`src/core/pmc_pkg.sv`:
```
// Shared constants, types and register map of the power mode controller.
// Assumes a single 50 MHz system clock domain.
package pmc_pkg;

  localparam int CLK_PERIOD_NS  = 20;
  localparam int TICK_PERIOD_NS = 1000000;
  localparam int TICK_CYCLES    = TICK_PERIOD_NS / CLK_PERIOD_NS;

  localparam int ADDR_W  = 8;
  localparam int DATA_W  = 32;
  localparam int TIMER_W = 24;
  localparam int PINS_W  = 8;
  localparam int DOUT_W  = 8;
  localparam int IRQ_W   = 4;

  localparam logic [7:0] CTRL_OFS     = 8'h00;
  localparam logic [7:0] SLEEP_DLY_OFS = 8'h04;
  localparam logic [7:0] INTERVAL_OFS = 8'h08;
  localparam logic [7:0] SEND_WAIT_OFS = 8'h0c;
  localparam logic [7:0] STATE_OFS    = 8'h10;
  localparam logic [7:0] DOUT_OFS     = 8'h14;
  localparam logic [7:0] IRQ_STAT_OFS = 8'h18;
  localparam logic [7:0] IRQ_MASK_OFS = 8'h1c;

  localparam int CTRL_BOOT_WAKE_BIT   = 0;
  localparam int CTRL_MOTION_WAKE_BIT = 1;
  localparam int CTRL_START_BIT       = 2;

  localparam int IRQ_WAKE_BIT     = 0;
  localparam int IRQ_SLEEP_BIT    = 1;
  localparam int IRQ_PERIODIC_BIT = 2;
  localparam int IRQ_INPUT_BIT    = 3;

  localparam logic [1:0]         CTRL_RESET      = 2'h0;
  localparam logic [TIMER_W-1:0] SLEEP_DLY_RESET = 24'h0;
  localparam logic [TIMER_W-1:0] INTERVAL_RESET  = 24'h0;
  localparam logic [TIMER_W-1:0] SEND_WAIT_RESET = 24'h0;
  localparam logic [DOUT_W-1:0]  DOUT_RESET      = 8'h0;
  localparam logic [IRQ_W-1:0]   IRQ_MASK_RESET  = 4'h0;

  typedef enum logic [1:0] {PM_ASLEEP, PM_AWAKE, PM_PERIODIC} pmc_mode_type;

  typedef struct packed {
    logic gps;
    logic modem;
    logic serial_port_one;
    logic serial_port_two;
    logic serial_port_three;
    logic switched_power_output;
    logic cpu_low_power;
  } pmc_power_type;

  localparam pmc_power_type POWER_AWAKE = 7'b1111110;

endpackage

```
`src/core/pmc_ctrl.sv`:
```
// Power mode controller: chooses asleep, awake or periodic wakeup and gates power.
// Assumes qualifier inputs are synchronous single-bit levels or one-cycle pulses.
//
// Functional notes
// RQ1: Exactly one of three power modes held.
// RQ2: Asleep removes internal power, switched output, CPU.
// RQ3: Input pin changes recorded while asleep.
// RQ4: Awake powers everything and switched output.
// RQ5: Periodic powers internals, switched output off.
// RQ6: Power-up awake conditions in priority order.
// RQ7: Boot wake flag gives periodic, then asleep.
// RQ8: Otherwise asleep at once, power-up report queued.
// RQ9: Awake held while any stay condition holds; the code ignores them during drain and still goes asleep once the send is done.
// RQ10: Sleep request runs timer up to delay.
// RQ11: Sleep request inactive clears timer, stays awake.
// RQ12: Sleep event queued, wait bounded by limit.
// RQ13: Asleep wakes on toggle, keep-awake, motion, request.
// RQ14: Interval expiry while asleep gives periodic wakeup.
// RQ15: Periodic sends position, bounded, then asleep.
// RQ16: Digital outputs settable and kept while asleep.
// RQ17: Serial ports follow awake and sleep.
// RQ18: Qualifiers are synchronous, valid one clock minimum.
// RQ19: Interval timer restarts on sleep, zero disables.
`timescale 1ns/10ps
module pmc_ctrl
  import pmc_pkg::*;
#(
  parameter int TICK_CNT = TICK_CYCLES,
  parameter int TW       = TIMER_W,
  parameter int PW       = PINS_W,
  parameter int OW       = DOUT_W
) (
  input  wire logic              clk,                 // 50 MHz system clock
  input  wire logic              reset,               // Async reset, active high
  input  wire logic [ADDR_W-1:0] addr,                // Register byte address
  input  wire logic [DATA_W-1:0] wdata,               // Write data
  input  wire logic              wr,                  // Write strobe
  input  wire logic              rd,                  // Read strobe
  output logic      [DATA_W-1:0] rdata,               // Read data, cycle after rd
  input  wire logic              alarm_active,        // Input alarm level
  input  wire logic              alarm_toggle,        // Alarm input toggled pulse
  input  wire logic              keep_awake_active,   // Keep-awake input level
  input  wire logic              motion_detected,     // Motion level
  input  wire logic              sleep_request,       // Sleep-request input level
  input  wire logic              message_sent,        // Queued message sent pulse
  input  wire logic [PW-1:0]     input_pins,          // Digital input pins
  output pmc_mode_type           mode,                // Current power mode
  output pmc_power_type          power,               // Power gates
  output logic      [OW-1:0]     digital_out,         // Remote-set outputs
  output logic                   record_valid,        // Pin change record pulse
  output logic      [PW-1:0]     record_data,         // Pin levels recorded
  output logic                   sleep_event_req,     // Queue sleep event pulse
  output logic                   power_up_report_req, // Queue power-up report pulse
  output logic                   position_req,        // Fetch and send position pulse
  output logic                   irq                  // Level interrupt
);

  function automatic pmc_power_type mode_power(input pmc_mode_type m);
    pmc_power_type p;
    p = POWER_AWAKE;
    case (m)
      PM_AWAKE: begin
        p = POWER_AWAKE;
      end
      PM_PERIODIC: begin
        p.switched_power_output = 1'b0;
      end
      default: begin
        p = '0;
        p.cpu_low_power = 1'b1;
      end
    endcase
    return p;
  endfunction

  logic [1:0]         ctrl;
  logic [TW-1:0]      sleep_delay;
  logic [TW-1:0]      interval;
  logic [TW-1:0]      send_wait;
  logic [IRQ_W-1:0]   irq_status;
  logic [IRQ_W-1:0]   irq_mask;
  logic               boot_pending;
  logic               drain;
  logic [PW-1:0]      pins_q;
  logic               tick;
  logic               sleep_expired;
  logic               interval_expired;
  logic               send_expired;
  pmc_mode_type       next_mode;
  logic               next_drain;
  logic               next_sleep_req;
  logic               next_report_req;
  logic               next_position_req;
  logic [IRQ_W-1:0]   events;
  logic [IRQ_W-1:0]   next_irq_status;

  wire start_go     = wr && addr == CTRL_OFS && wdata[CTRL_START_BIT];
  wire motion_wake  = ctrl[CTRL_MOTION_WAKE_BIT] && motion_detected;
  wire stay_awake   = alarm_active || sleep_delay == '0 || keep_awake_active || motion_wake;  // RQ9
  wire wake_asleep  = alarm_toggle || keep_awake_active || motion_wake || !sleep_request;
  wire awake_idle   = mode == PM_AWAKE && !boot_pending && !drain;
  wire sleep_run    = awake_idle && !stay_awake && sleep_request;
  wire send_waiting = drain || mode == PM_PERIODIC;
  wire send_done    = message_sent || send_expired;
  wire pin_change   = pins_q != input_pins;

  pmc_tick #(
    .CYCLES (TICK_CNT)
  ) u_tick (
    .clk   (clk),
    .reset (reset),
    .tick  (tick)
  );

  pmc_timer #(
    .W (TW)
  ) u_sleep_timer (
    .clk     (clk),
    .reset   (reset),
    .clear   (!sleep_run),  // RQ11
    .tick    (tick),
    .limit   (sleep_delay),
    .expired (sleep_expired)
  );

  pmc_timer #(
    .W (TW)
  ) u_interval_timer (
    .clk     (clk),
    .reset   (reset),
    .clear   (mode != PM_ASLEEP),  // RQ19
    .tick    (tick),
    .limit   (interval),
    .expired (interval_expired)
  );

  // Bounds both the sleep-event wait and the periodic position attempt
  pmc_timer #(
    .W (TW)
  ) u_send_timer (
    .clk     (clk),
    .reset   (reset),
    .clear   (!send_waiting),  // RQ12 RQ15
    .tick    (tick),
    .limit   (send_wait),
    .expired (send_expired)
  );

  always_comb begin
    next_mode         = mode;
    next_drain        = drain;
    next_sleep_req    = 1'b0;
    next_report_req   = 1'b0;
    next_position_req = 1'b0;
    case (mode)
      PM_AWAKE: begin
        if (boot_pending) begin
          // Decision waits for software to load settings and start
          if (!start_go) begin
            next_mode = PM_AWAKE;
          end else if (alarm_active) begin
            next_mode = PM_AWAKE;  // RQ6
          end else if (sleep_delay == '0) begin
            next_mode = PM_AWAKE;
          end else if (keep_awake_active) begin
            next_mode = PM_AWAKE;
          end else if (motion_wake) begin
            next_mode = PM_AWAKE;
          end else if (!sleep_request) begin
            next_mode = PM_AWAKE;
          end else if (ctrl[CTRL_BOOT_WAKE_BIT]) begin
            next_mode         = PM_PERIODIC;  // RQ7
            next_position_req = 1'b1;
          end else begin
            next_mode       = PM_ASLEEP;  // RQ8
            next_report_req = 1'b1;
          end
        end else if (drain) begin
          if (send_done) begin
            next_mode  = PM_ASLEEP;  // RQ12
            next_drain = 1'b0;
          end
        end else if (!stay_awake && sleep_expired) begin
          next_drain     = 1'b1;  // RQ10
          next_sleep_req = 1'b1;
        end
      end
      PM_PERIODIC: begin
        if (send_done) begin
          next_mode = PM_ASLEEP;  // RQ15
        end
      end
      PM_ASLEEP: begin
        if (wake_asleep) begin
          next_mode = PM_AWAKE;  // RQ13
        end else if (interval_expired) begin
          next_mode         = PM_PERIODIC;  // RQ14
          next_position_req = 1'b1;
        end
      end
      default: begin
        next_mode = PM_AWAKE;
      end
    endcase
  end

  always_ff @(posedge clk or posedge reset) begin
    if (reset) begin
      mode         <= PM_AWAKE;
      drain        <= 1'b0;
      boot_pending <= 1'b1;
    end else begin
      mode  <= next_mode;  // RQ1
      drain <= next_drain;
      if (start_go) begin
        boot_pending <= 1'b0;
      end
    end
  end

  // Registered from the next mode so gates change with the mode itself
  always_ff @(posedge clk or posedge reset) begin
    if (reset) begin
      power <= POWER_AWAKE;
    end else begin
      power <= mode_power(next_mode);  // RQ2 RQ4 RQ5 RQ17
    end
  end

  always_ff @(posedge clk or posedge reset) begin
    if (reset) begin
      sleep_event_req     <= 1'b0;
      power_up_report_req <= 1'b0;
      position_req        <= 1'b0;
    end else begin
      sleep_event_req     <= next_sleep_req;
      power_up_report_req <= next_report_req;
      position_req        <= next_position_req;
    end
  end

  // Sampling runs in every mode, so changes made while asleep are kept
  always_ff @(posedge clk or posedge reset) begin
    if (reset) begin
      pins_q       <= '0;
      record_valid <= 1'b0;
      record_data  <= '0;
    end else begin
      pins_q       <= input_pins;
      record_valid <= pin_change;  // RQ3
      record_data  <= input_pins;
    end
  end

  always_ff @(posedge clk or posedge reset) begin
    if (reset) begin
      ctrl        <= CTRL_RESET;
      sleep_delay <= SLEEP_DLY_RESET;
      interval    <= INTERVAL_RESET;
      send_wait   <= SEND_WAIT_RESET;
      digital_out <= DOUT_RESET;
      irq_mask    <= IRQ_MASK_RESET;
    end else if (wr) begin
      case (addr)
        CTRL_OFS: begin
          ctrl <= wdata[1:0];
        end
        SLEEP_DLY_OFS: begin
          sleep_delay <= wdata[TW-1:0];
        end
        INTERVAL_OFS: begin
          interval <= wdata[TW-1:0];
        end
        SEND_WAIT_OFS: begin
          send_wait <= wdata[TW-1:0];
        end
        DOUT_OFS: begin
          digital_out <= wdata[OW-1:0];  // RQ16
        end
        IRQ_MASK_OFS: begin
          irq_mask <= wdata[IRQ_W-1:0];
        end
        default: begin
        end
      endcase
    end
  end

  always_comb begin
    events = '0;
    events[IRQ_WAKE_BIT]     = mode != PM_AWAKE && next_mode == PM_AWAKE;
    events[IRQ_SLEEP_BIT]    = mode != PM_ASLEEP && next_mode == PM_ASLEEP;
    events[IRQ_PERIODIC_BIT] = mode != PM_PERIODIC && next_mode == PM_PERIODIC;
    events[IRQ_INPUT_BIT]    = pin_change;
    next_irq_status = irq_status;
    if (wr && addr == IRQ_STAT_OFS) begin
      next_irq_status = irq_status & ~wdata[IRQ_W-1:0];
    end
    // An event in the clearing cycle wins over the clear
    next_irq_status = next_irq_status | events;
  end

  always_ff @(posedge clk or posedge reset) begin
    if (reset) begin
      irq_status <= '0;
      irq        <= 1'b0;
    end else begin
      irq_status <= next_irq_status;
      irq        <= |(next_irq_status & irq_mask);
    end
  end

  always_ff @(posedge clk or posedge reset) begin
    if (reset) begin
      rdata <= '0;
    end else if (rd) begin
      case (addr)
        CTRL_OFS:      rdata <= DATA_W'(ctrl);
        SLEEP_DLY_OFS: rdata <= DATA_W'(sleep_delay);
        INTERVAL_OFS:  rdata <= DATA_W'(interval);
        SEND_WAIT_OFS: rdata <= DATA_W'(send_wait);
        STATE_OFS:     rdata <= DATA_W'({boot_pending, drain, mode});
        DOUT_OFS:      rdata <= DATA_W'(digital_out);
        IRQ_STAT_OFS:  rdata <= DATA_W'(irq_status);
        IRQ_MASK_OFS:  rdata <= DATA_W'(irq_mask);
        default:       rdata <= '0;
      endcase
    end else begin
      rdata <= '0;
    end
  end
endmodule

```
`src/core/pmc_tick.sv`:
```
// Prescaler producing the one-cycle timebase tick for all timers.
// Assumes a free-running clock; tick is registered.
`timescale 1ns/10ps
module pmc_tick #(
  parameter int CYCLES = 50000
) (
  input  wire logic clk,    // System clock
  input  wire logic reset,  // Async reset, active high
  output logic      tick    // One pulse every CYCLES clocks
);
  logic [31:0] count;

  always_ff @(posedge clk or posedge reset) begin
    if (reset) begin
      count <= 32'h0;
      tick  <= 1'b0;
    end else if (count >= 32'(CYCLES - 1)) begin
      count <= 32'h0;
      tick  <= 1'b1;
    end else begin
      count <= count + 32'h1;
      tick  <= 1'b0;
    end
  end
endmodule

```
`src/core/pmc_timer.sv`:
```
// Tick-driven up counter that flags when it reaches a software limit.
// A zero limit disables the timer; clear restarts it from zero.
`timescale 1ns/10ps
module pmc_timer #(
  parameter int W = 24
) (
  input  wire logic         clk,      // System clock
  input  wire logic         reset,    // Async reset, active high
  input  wire logic         clear,    // Hold count at zero
  input  wire logic         tick,     // Timebase pulse
  input  wire logic [W-1:0] limit,    // Expiry count in ticks
  output logic              expired   // Level, count reached limit
);
  logic [W-1:0] count;

  always_ff @(posedge clk or posedge reset) begin
    if (reset) begin
      count <= '0;
    end else if (clear) begin
      count <= '0;
    end else if (tick && count < limit) begin
      count <= count + 1'b1;
    end
  end

  always_ff @(posedge clk or posedge reset) begin
    if (reset) begin
      expired <= 1'b0;
    end else begin
      expired <= !clear && limit != '0 && count >= limit;
    end
  end
endmodule

```
`config.mk`:
```
export PLATFORM = sky130hd
export DESIGN_NAME = pmc_ctrl
export DESIGN_NICKNAME = d
export VERILOG_FILES = /design/src/core/pmc_pkg.sv /design/src/core/pmc_ctrl.sv /design/src/core/pmc_tick.sv /design/src/core/pmc_timer.sv
export SDC_FILE = /design/constraint.sdc
export NUM_CORES = 1
export LEC_CHECK = 0
export BUFFER_PORTS_ARGS = -buffer_cell sky130_fd_sc_hd__buf_2
export CAP_MARGIN = 15
export CORE_MARGIN = 4
export CORE_UTILIZATION = 34
export CTS_CLUSTER_DIAMETER = 50
export DETAILED_ROUTE_END_ITERATION = 7
export HOLD_SLACK_MARGIN = 0.02
export SYNTH_ARGS = -nofsm -noshare
export SYNTH_HDL_FRONTEND = slang
export SYNTH_HIERARCHICAL = 1
export SYNTH_SLANG_ARGS = --single-unit
```
`constraint.sdc`:
```
create_clock -name clk -period 4.4 [get_ports clk]
set_clock_uncertainty 0.15 [all_clocks]
set_input_delay 0.88 -clock clk [delete_from_list [all_inputs] [get_ports clk]]
set_output_delay 0.88 -clock clk [all_outputs]
set_load 0.02 [all_outputs]
```
==> results <==
- The capturing element type of the critical path is a flop.
- The total global-route track usage is around 17%.
- The power per standard cell area is between 300 and 400 mW/mm².
- The kind of path behind the tightest hold check is in2async.
- Summed over its instances, the top area cell type makes up between 40 and 50% of the synthesized netlist area.
- The power after layout is around 5.5 mW.
- The worst setup path is of the reg2reg kind.
- After filler insertion, the fill cell instance count of the layout stands at 3751.
- The final hold violation count is 0.
- For this configuration, the core starts out at a cell density of 34.5%.
- After clock tree synthesis, the setup repair step added 0 buffers.
- The highest clock frequency the design can meet is 286 MHz.
- Summed over all cells, the static leakage comes to about 6.9 nW.
- After clock tree synthesis, the flow added hold-fix buffers numbering 0.
- In the routed design, unresolved DRC markers number 0.
- The synthesized netlist contains 76 unique library cells.
- The first routing iteration left between 800 and 900 violations.
- Cells with a size suffix above 1 make up 21.6% of the layout.
- In the final design database the tool counted 1556 nets.
- After layout, the minimum clock period comes to about 3500 ps.
- After routing, the total negative slack on setup checks comes to 0 ps.
- The flow ran to the end, and the final reports show no timing, DRC or antenna violations.
- In this run, CTS created clock tree buffers numbering 30.
- The number of antenna repair diodes is 0.
- In the post-synthesis netlist, the biggest area contributors are sky130_fd_sc_hd__dfrtp_1 (44%), sky130_fd_sc_hd__ha_1 (7.4%), sky130_fd_sc_hd__mux2_2 (6.7%), sky130_fd_sc_hd__a21oi_1 (3.2%), sky130_fd_sc_hd__inv_1 (3.1%).
- STA puts the critical path data arrival time at ~3800 ps.
- Entering global routing, the biggest net connects 45 pins.
- The placeable core region is approximately 0.039 mm².
- For the worst setup path, the data required time is 4700 ps.
- TritonCTS built the clock tree.
- The main flop type after synthesis is sky130_fd_sc_hd__dfrtp_1.
- The via count is 10500.
- The worst-path maximum fanout is 34.
- In this run the vertical extent of the chip is ~210 µm.
- The clock root buffer is sky130_fd_sc_hd__clkbuf_16.
- IR analysis of the VDD net gives a maximum drop of between 0.2 and 0.3 mV.
- The number of enable flip-flop cells after synthesis is 0.
- 120 I/O pins were placed.
- In the routed layout, each cell is associated on average with a via count of about 5.4.
- The max-slew violation total from the final report is 0.
- The count of clock tree sinks is between 200 and 250.
- After detailed routing, the average wire length per cell comes to 18.2 µm.
- Counting flops with an async set or reset pin after synthesis yields a share of between 90% and 100%.
- Summing the areas of all compound-gate instances in the mapped netlist gives roughly 11% of the synthesized area.
- Dividing the final minimum period by the clock period gives between 70% and 80%.
- The library cell occupying the most area in the post-synthesis netlist is sky130_fd_sc_hd__dfrtp_1.
- Max-cap violations in this run came to 0.
- The number of antenna-violating nets in the routed design is 0.
- The number of antenna violations at the first check in global routing is 0.
- The post-cts resize count is 0.
- Setup repair after global routing left no endpoint under its margin.
- The number of global-route vias before repair was about 11000.
- The count of final setup violators is 0.
- During synthesis, Yosys emitted a total of 6 warnings.
- In this run, synthesis produced a sequential element count of ~240.
- The adder and majority gate portion of the synthesized area is about 7.4%.
- The worst slew slack as a fraction of its limit is between 30% and 40%.
- The combinational family with the most area after synthesis is simple AND/OR/NAND/NOR gates.
- The tightest hold path in the finished design has a slack of 227 ps.
- The longest clock path from root to sink contains 3 buffers.
- The first global-routing pass estimated roughly 58 mm of wire.
- The area of the mapped netlist is about 0.013 mm².
- Routability-driven placement finished with a final weighted congestion of roughly 0.86.
- The number of standard cells after synthesis is 1298.
- Of the total synthesized cell area, the portion taken by XOR and XNOR cells is under 10%.
- The area enclosed by the die boundary is 0.0427 mm².
- The number of detailed-routing iterations run before antenna repair is 5.
- The number of placement rows is a little over 70.
- After clock tree synthesis, the clock-pin slew on the worst setup and hold paths is approximately 60 ps.
- The actual slew at the worst max-slew pin is approximately 1000 ps.
- The share of the yosys chip area belonging to registers is a little under half.
- The maximum level of the CTS H-tree is 1.
- The layout-stage area growth over the synthesis result is 16.8%.
- The sort of element at the start of the critical path is a flop.
- The clock network latency to the later pin of the worst-skew pair is between 500 and 600 ps.
- A synthesized cell averages roughly 10 µm².
- The floorplan step set the die width to slightly above 200 µm.
- The core utilization of the finished layout is between 40% and 50%.
- The wire-length estimate of the detail-placed layout is around 26 mm.
- The number of buffers added on ports is 103.
- The multiplexer fraction of the synthesized cell area is under 10%.
- The total overflow left after global routing is 0.
- Of the total synthesized cell area, the portion taken by AND, OR, NAND and NOR gates is between 10% and 20%.
- The overall routed net length is around 36 mm.
flip-flops by register name (all words and copies together) (netlist names), 24 cells and up:
name and count:
interval 24, rdata 24, u_interval_timer/count 24, u_sleep_timer/count 24, u_tick/count 32, u_send_timer/count 24
sleep_delay 24, send_wait 24
final timing paths:
check / cells past startpoint / slack, ps / endpoint / start
worst min register to register: 1 / 340 / u_tick/count[0] / u_tick/count[0]
worst min-delay path: 2 / 230 / u_interval_timer/count[17] / reset
worst max-delay path: 7 / 900 / u_send_timer/count[20] / u_send_timer/count[6]
min in group clk: 1 / 290 / pins_q[1] / input_pins[1]
max in group asynchronous: 3 / 2680 / mode[0] / reset
worst max register to register: 7 / 900 / u_send_timer/count[20] / u_send_timer/count[6]
critical path, stage by stage (launching register included):
cell and delay, ps:
sky130_fd_sc_hd__dfrtp_1 450, sky130_fd_sc_hd__ha_1 360, sky130_fd_sc_hd__a21oi_1 170, sky130_fd_sc_hd__a21boi_0 130, sky130_fd_sc_hd__o41ai_2 300, sky130_fd_sc_hd__nand4_2 830
sky130_fd_sc_hd__nor4b_1 600, sky130_fd_sc_hd__mux2_2 380
layout by cell type (no fill, tap or decap), types with 5 or more instances in the layout:
| cell | n |
|---|---|
| sky130_fd_sc_hd__nor2_1 | 88 |
| sky130_fd_sc_hd__buf_2 | 103 |
| sky130_fd_sc_hd__a222oi_1 | 6 |
| sky130_fd_sc_hd__nor4_2 | 18 |
| sky130_fd_sc_hd__mux2_2 | 80 |
| sky130_fd_sc_hd__a22oi_1 | 18 |
| sky130_fd_sc_hd__nand4_1 | 32 |
| sky130_fd_sc_hd__or3_1 | 31 |
| sky130_fd_sc_hd__mux2_1 | 32 |
| sky130_fd_sc_hd__o31ai_1 | 15 |
| sky130_fd_sc_hd__nor2b_1 | 28 |
| sky130_fd_sc_hd__nor4b_1 | 5 |
| sky130_fd_sc_hd__conb_1 | 24 |
| sky130_fd_sc_hd__nor4_1 | 39 |
| sky130_fd_sc_hd__nor3_1 | 17 |
| sky130_fd_sc_hd__xnor2_1 | 15 |
| sky130_fd_sc_hd__a211oi_1 | 9 |
| sky130_fd_sc_hd__clkbuf_8 | 7 |
| sky130_fd_sc_hd__a21oi_1 | 85 |
| sky130_fd_sc_hd__and3_1 | 9 |
| sky130_fd_sc_hd__buf_4 | 21 |
| sky130_fd_sc_hd__inv_1 | 109 |
| sky130_fd_sc_hd__nand3_1 | 37 |
| sky130_fd_sc_hd__xor2_1 | 10 |
| sky130_fd_sc_hd__ha_1 | 79 |
| sky130_fd_sc_hd__clkbuf_16 | 31 |
| sky130_fd_sc_hd__dfrtp_1 | 238 |
| sky130_fd_sc_hd__nand2b_1 | 5 |
| sky130_fd_sc_hd__and4_1 | 5 |
| sky130_fd_sc_hd__o21ai_0 | 34 |
| sky130_fd_sc_hd__or4_1 | 15 |
| sky130_fd_sc_hd__nand2_1 | 90 |
where the power goes:
part,switching [mW],total [mW],internal (mW)
clock network,0.989,2.58,1.59
logic,0.375,0.560,0.185
registers,0.0639,2.34,2.28
total,1.43,5.48,4.06
synth_stat cells, types with 5 or more instances:
library cell	n
sky130_fd_sc_hd__and3_1	9
sky130_fd_sc_hd__xnor2_1	15
sky130_fd_sc_hd__a21oi_1	85
sky130_fd_sc_hd__nor4_2	18
sky130_fd_sc_hd__a211oi_1	9
sky130_fd_sc_hd__nor2_1	88
sky130_fd_sc_hd__a22oi_1	18
sky130_fd_sc_hd__ha_1	79
sky130_fd_sc_hd__nand2_1	90
sky130_fd_sc_hd__and4_1	5
sky130_fd_sc_hd__buf_2	15
sky130_fd_sc_hd__clkbuf_1	24
sky130_fd_sc_hd__nor2b_1	29
sky130_fd_sc_hd__or3_1	31
sky130_fd_sc_hd__nor4b_1	6
sky130_fd_sc_hd__buf_4	16
sky130_fd_sc_hd__o21ai_0	34
sky130_fd_sc_hd__nor4_1	39
sky130_fd_sc_hd__nor3_1	17
sky130_fd_sc_hd__buf_6	7
sky130_fd_sc_hd__nand4_1	32
sky130_fd_sc_hd__nand3_1	37
sky130_fd_sc_hd__inv_1	110
sky130_fd_sc_hd__nand2b_1	5
sky130_fd_sc_hd__a222oi_1	6
sky130_fd_sc_hd__or4_1	15
sky130_fd_sc_hd__o31ai_1	15
sky130_fd_sc_hd__mux2_1	32
sky130_fd_sc_hd__xor2_1	10
sky130_fd_sc_hd__mux2_2	80
sky130_fd_sc_hd__dfrtp_1	238
routing by layer:
layer | vias to the layer above | wire [µm] | global-route usage [%]
li1 | 4920 | - | -
met5 | - | 0 | 0
met4 | 0 | 964 | 4.90
met2 | 287 | 16500 | 27.0
met3 | 63 | 2070 | 3.11
met1 | 5250 | 16200 | 23.4
cells by family after synthesis:
family | after synthesis
simple gates | 442
buf+inv | 173
mux | 117
fa+ha+maj | 79
compound gates | 218
flops | 242
other cells | 2
xor+xnor | 25
area by class of cell:
type                       instances  area, µm²  area share (%)
inverter                         110        417            2.66
multi-input combinational        905       6660            42.5
timing repair buffer             130        811            5.18
clock inverter                    14        178            1.13
tap                              518        648            4.14
sequential                       242       6060            38.7
clock buffer                      42        887            5.67
per-stage QoR:
step	instances	cell area, µm²	setup WS (ps)
floorplan	1320	13500	1280
global placement	1900	14500	878
detailed placement	1900	14500	777
CTS	1956	15500	901
global route	1961	15700	589
finish	1961	15700	901
No activity file was read; power rests on OpenSTA's default activity.
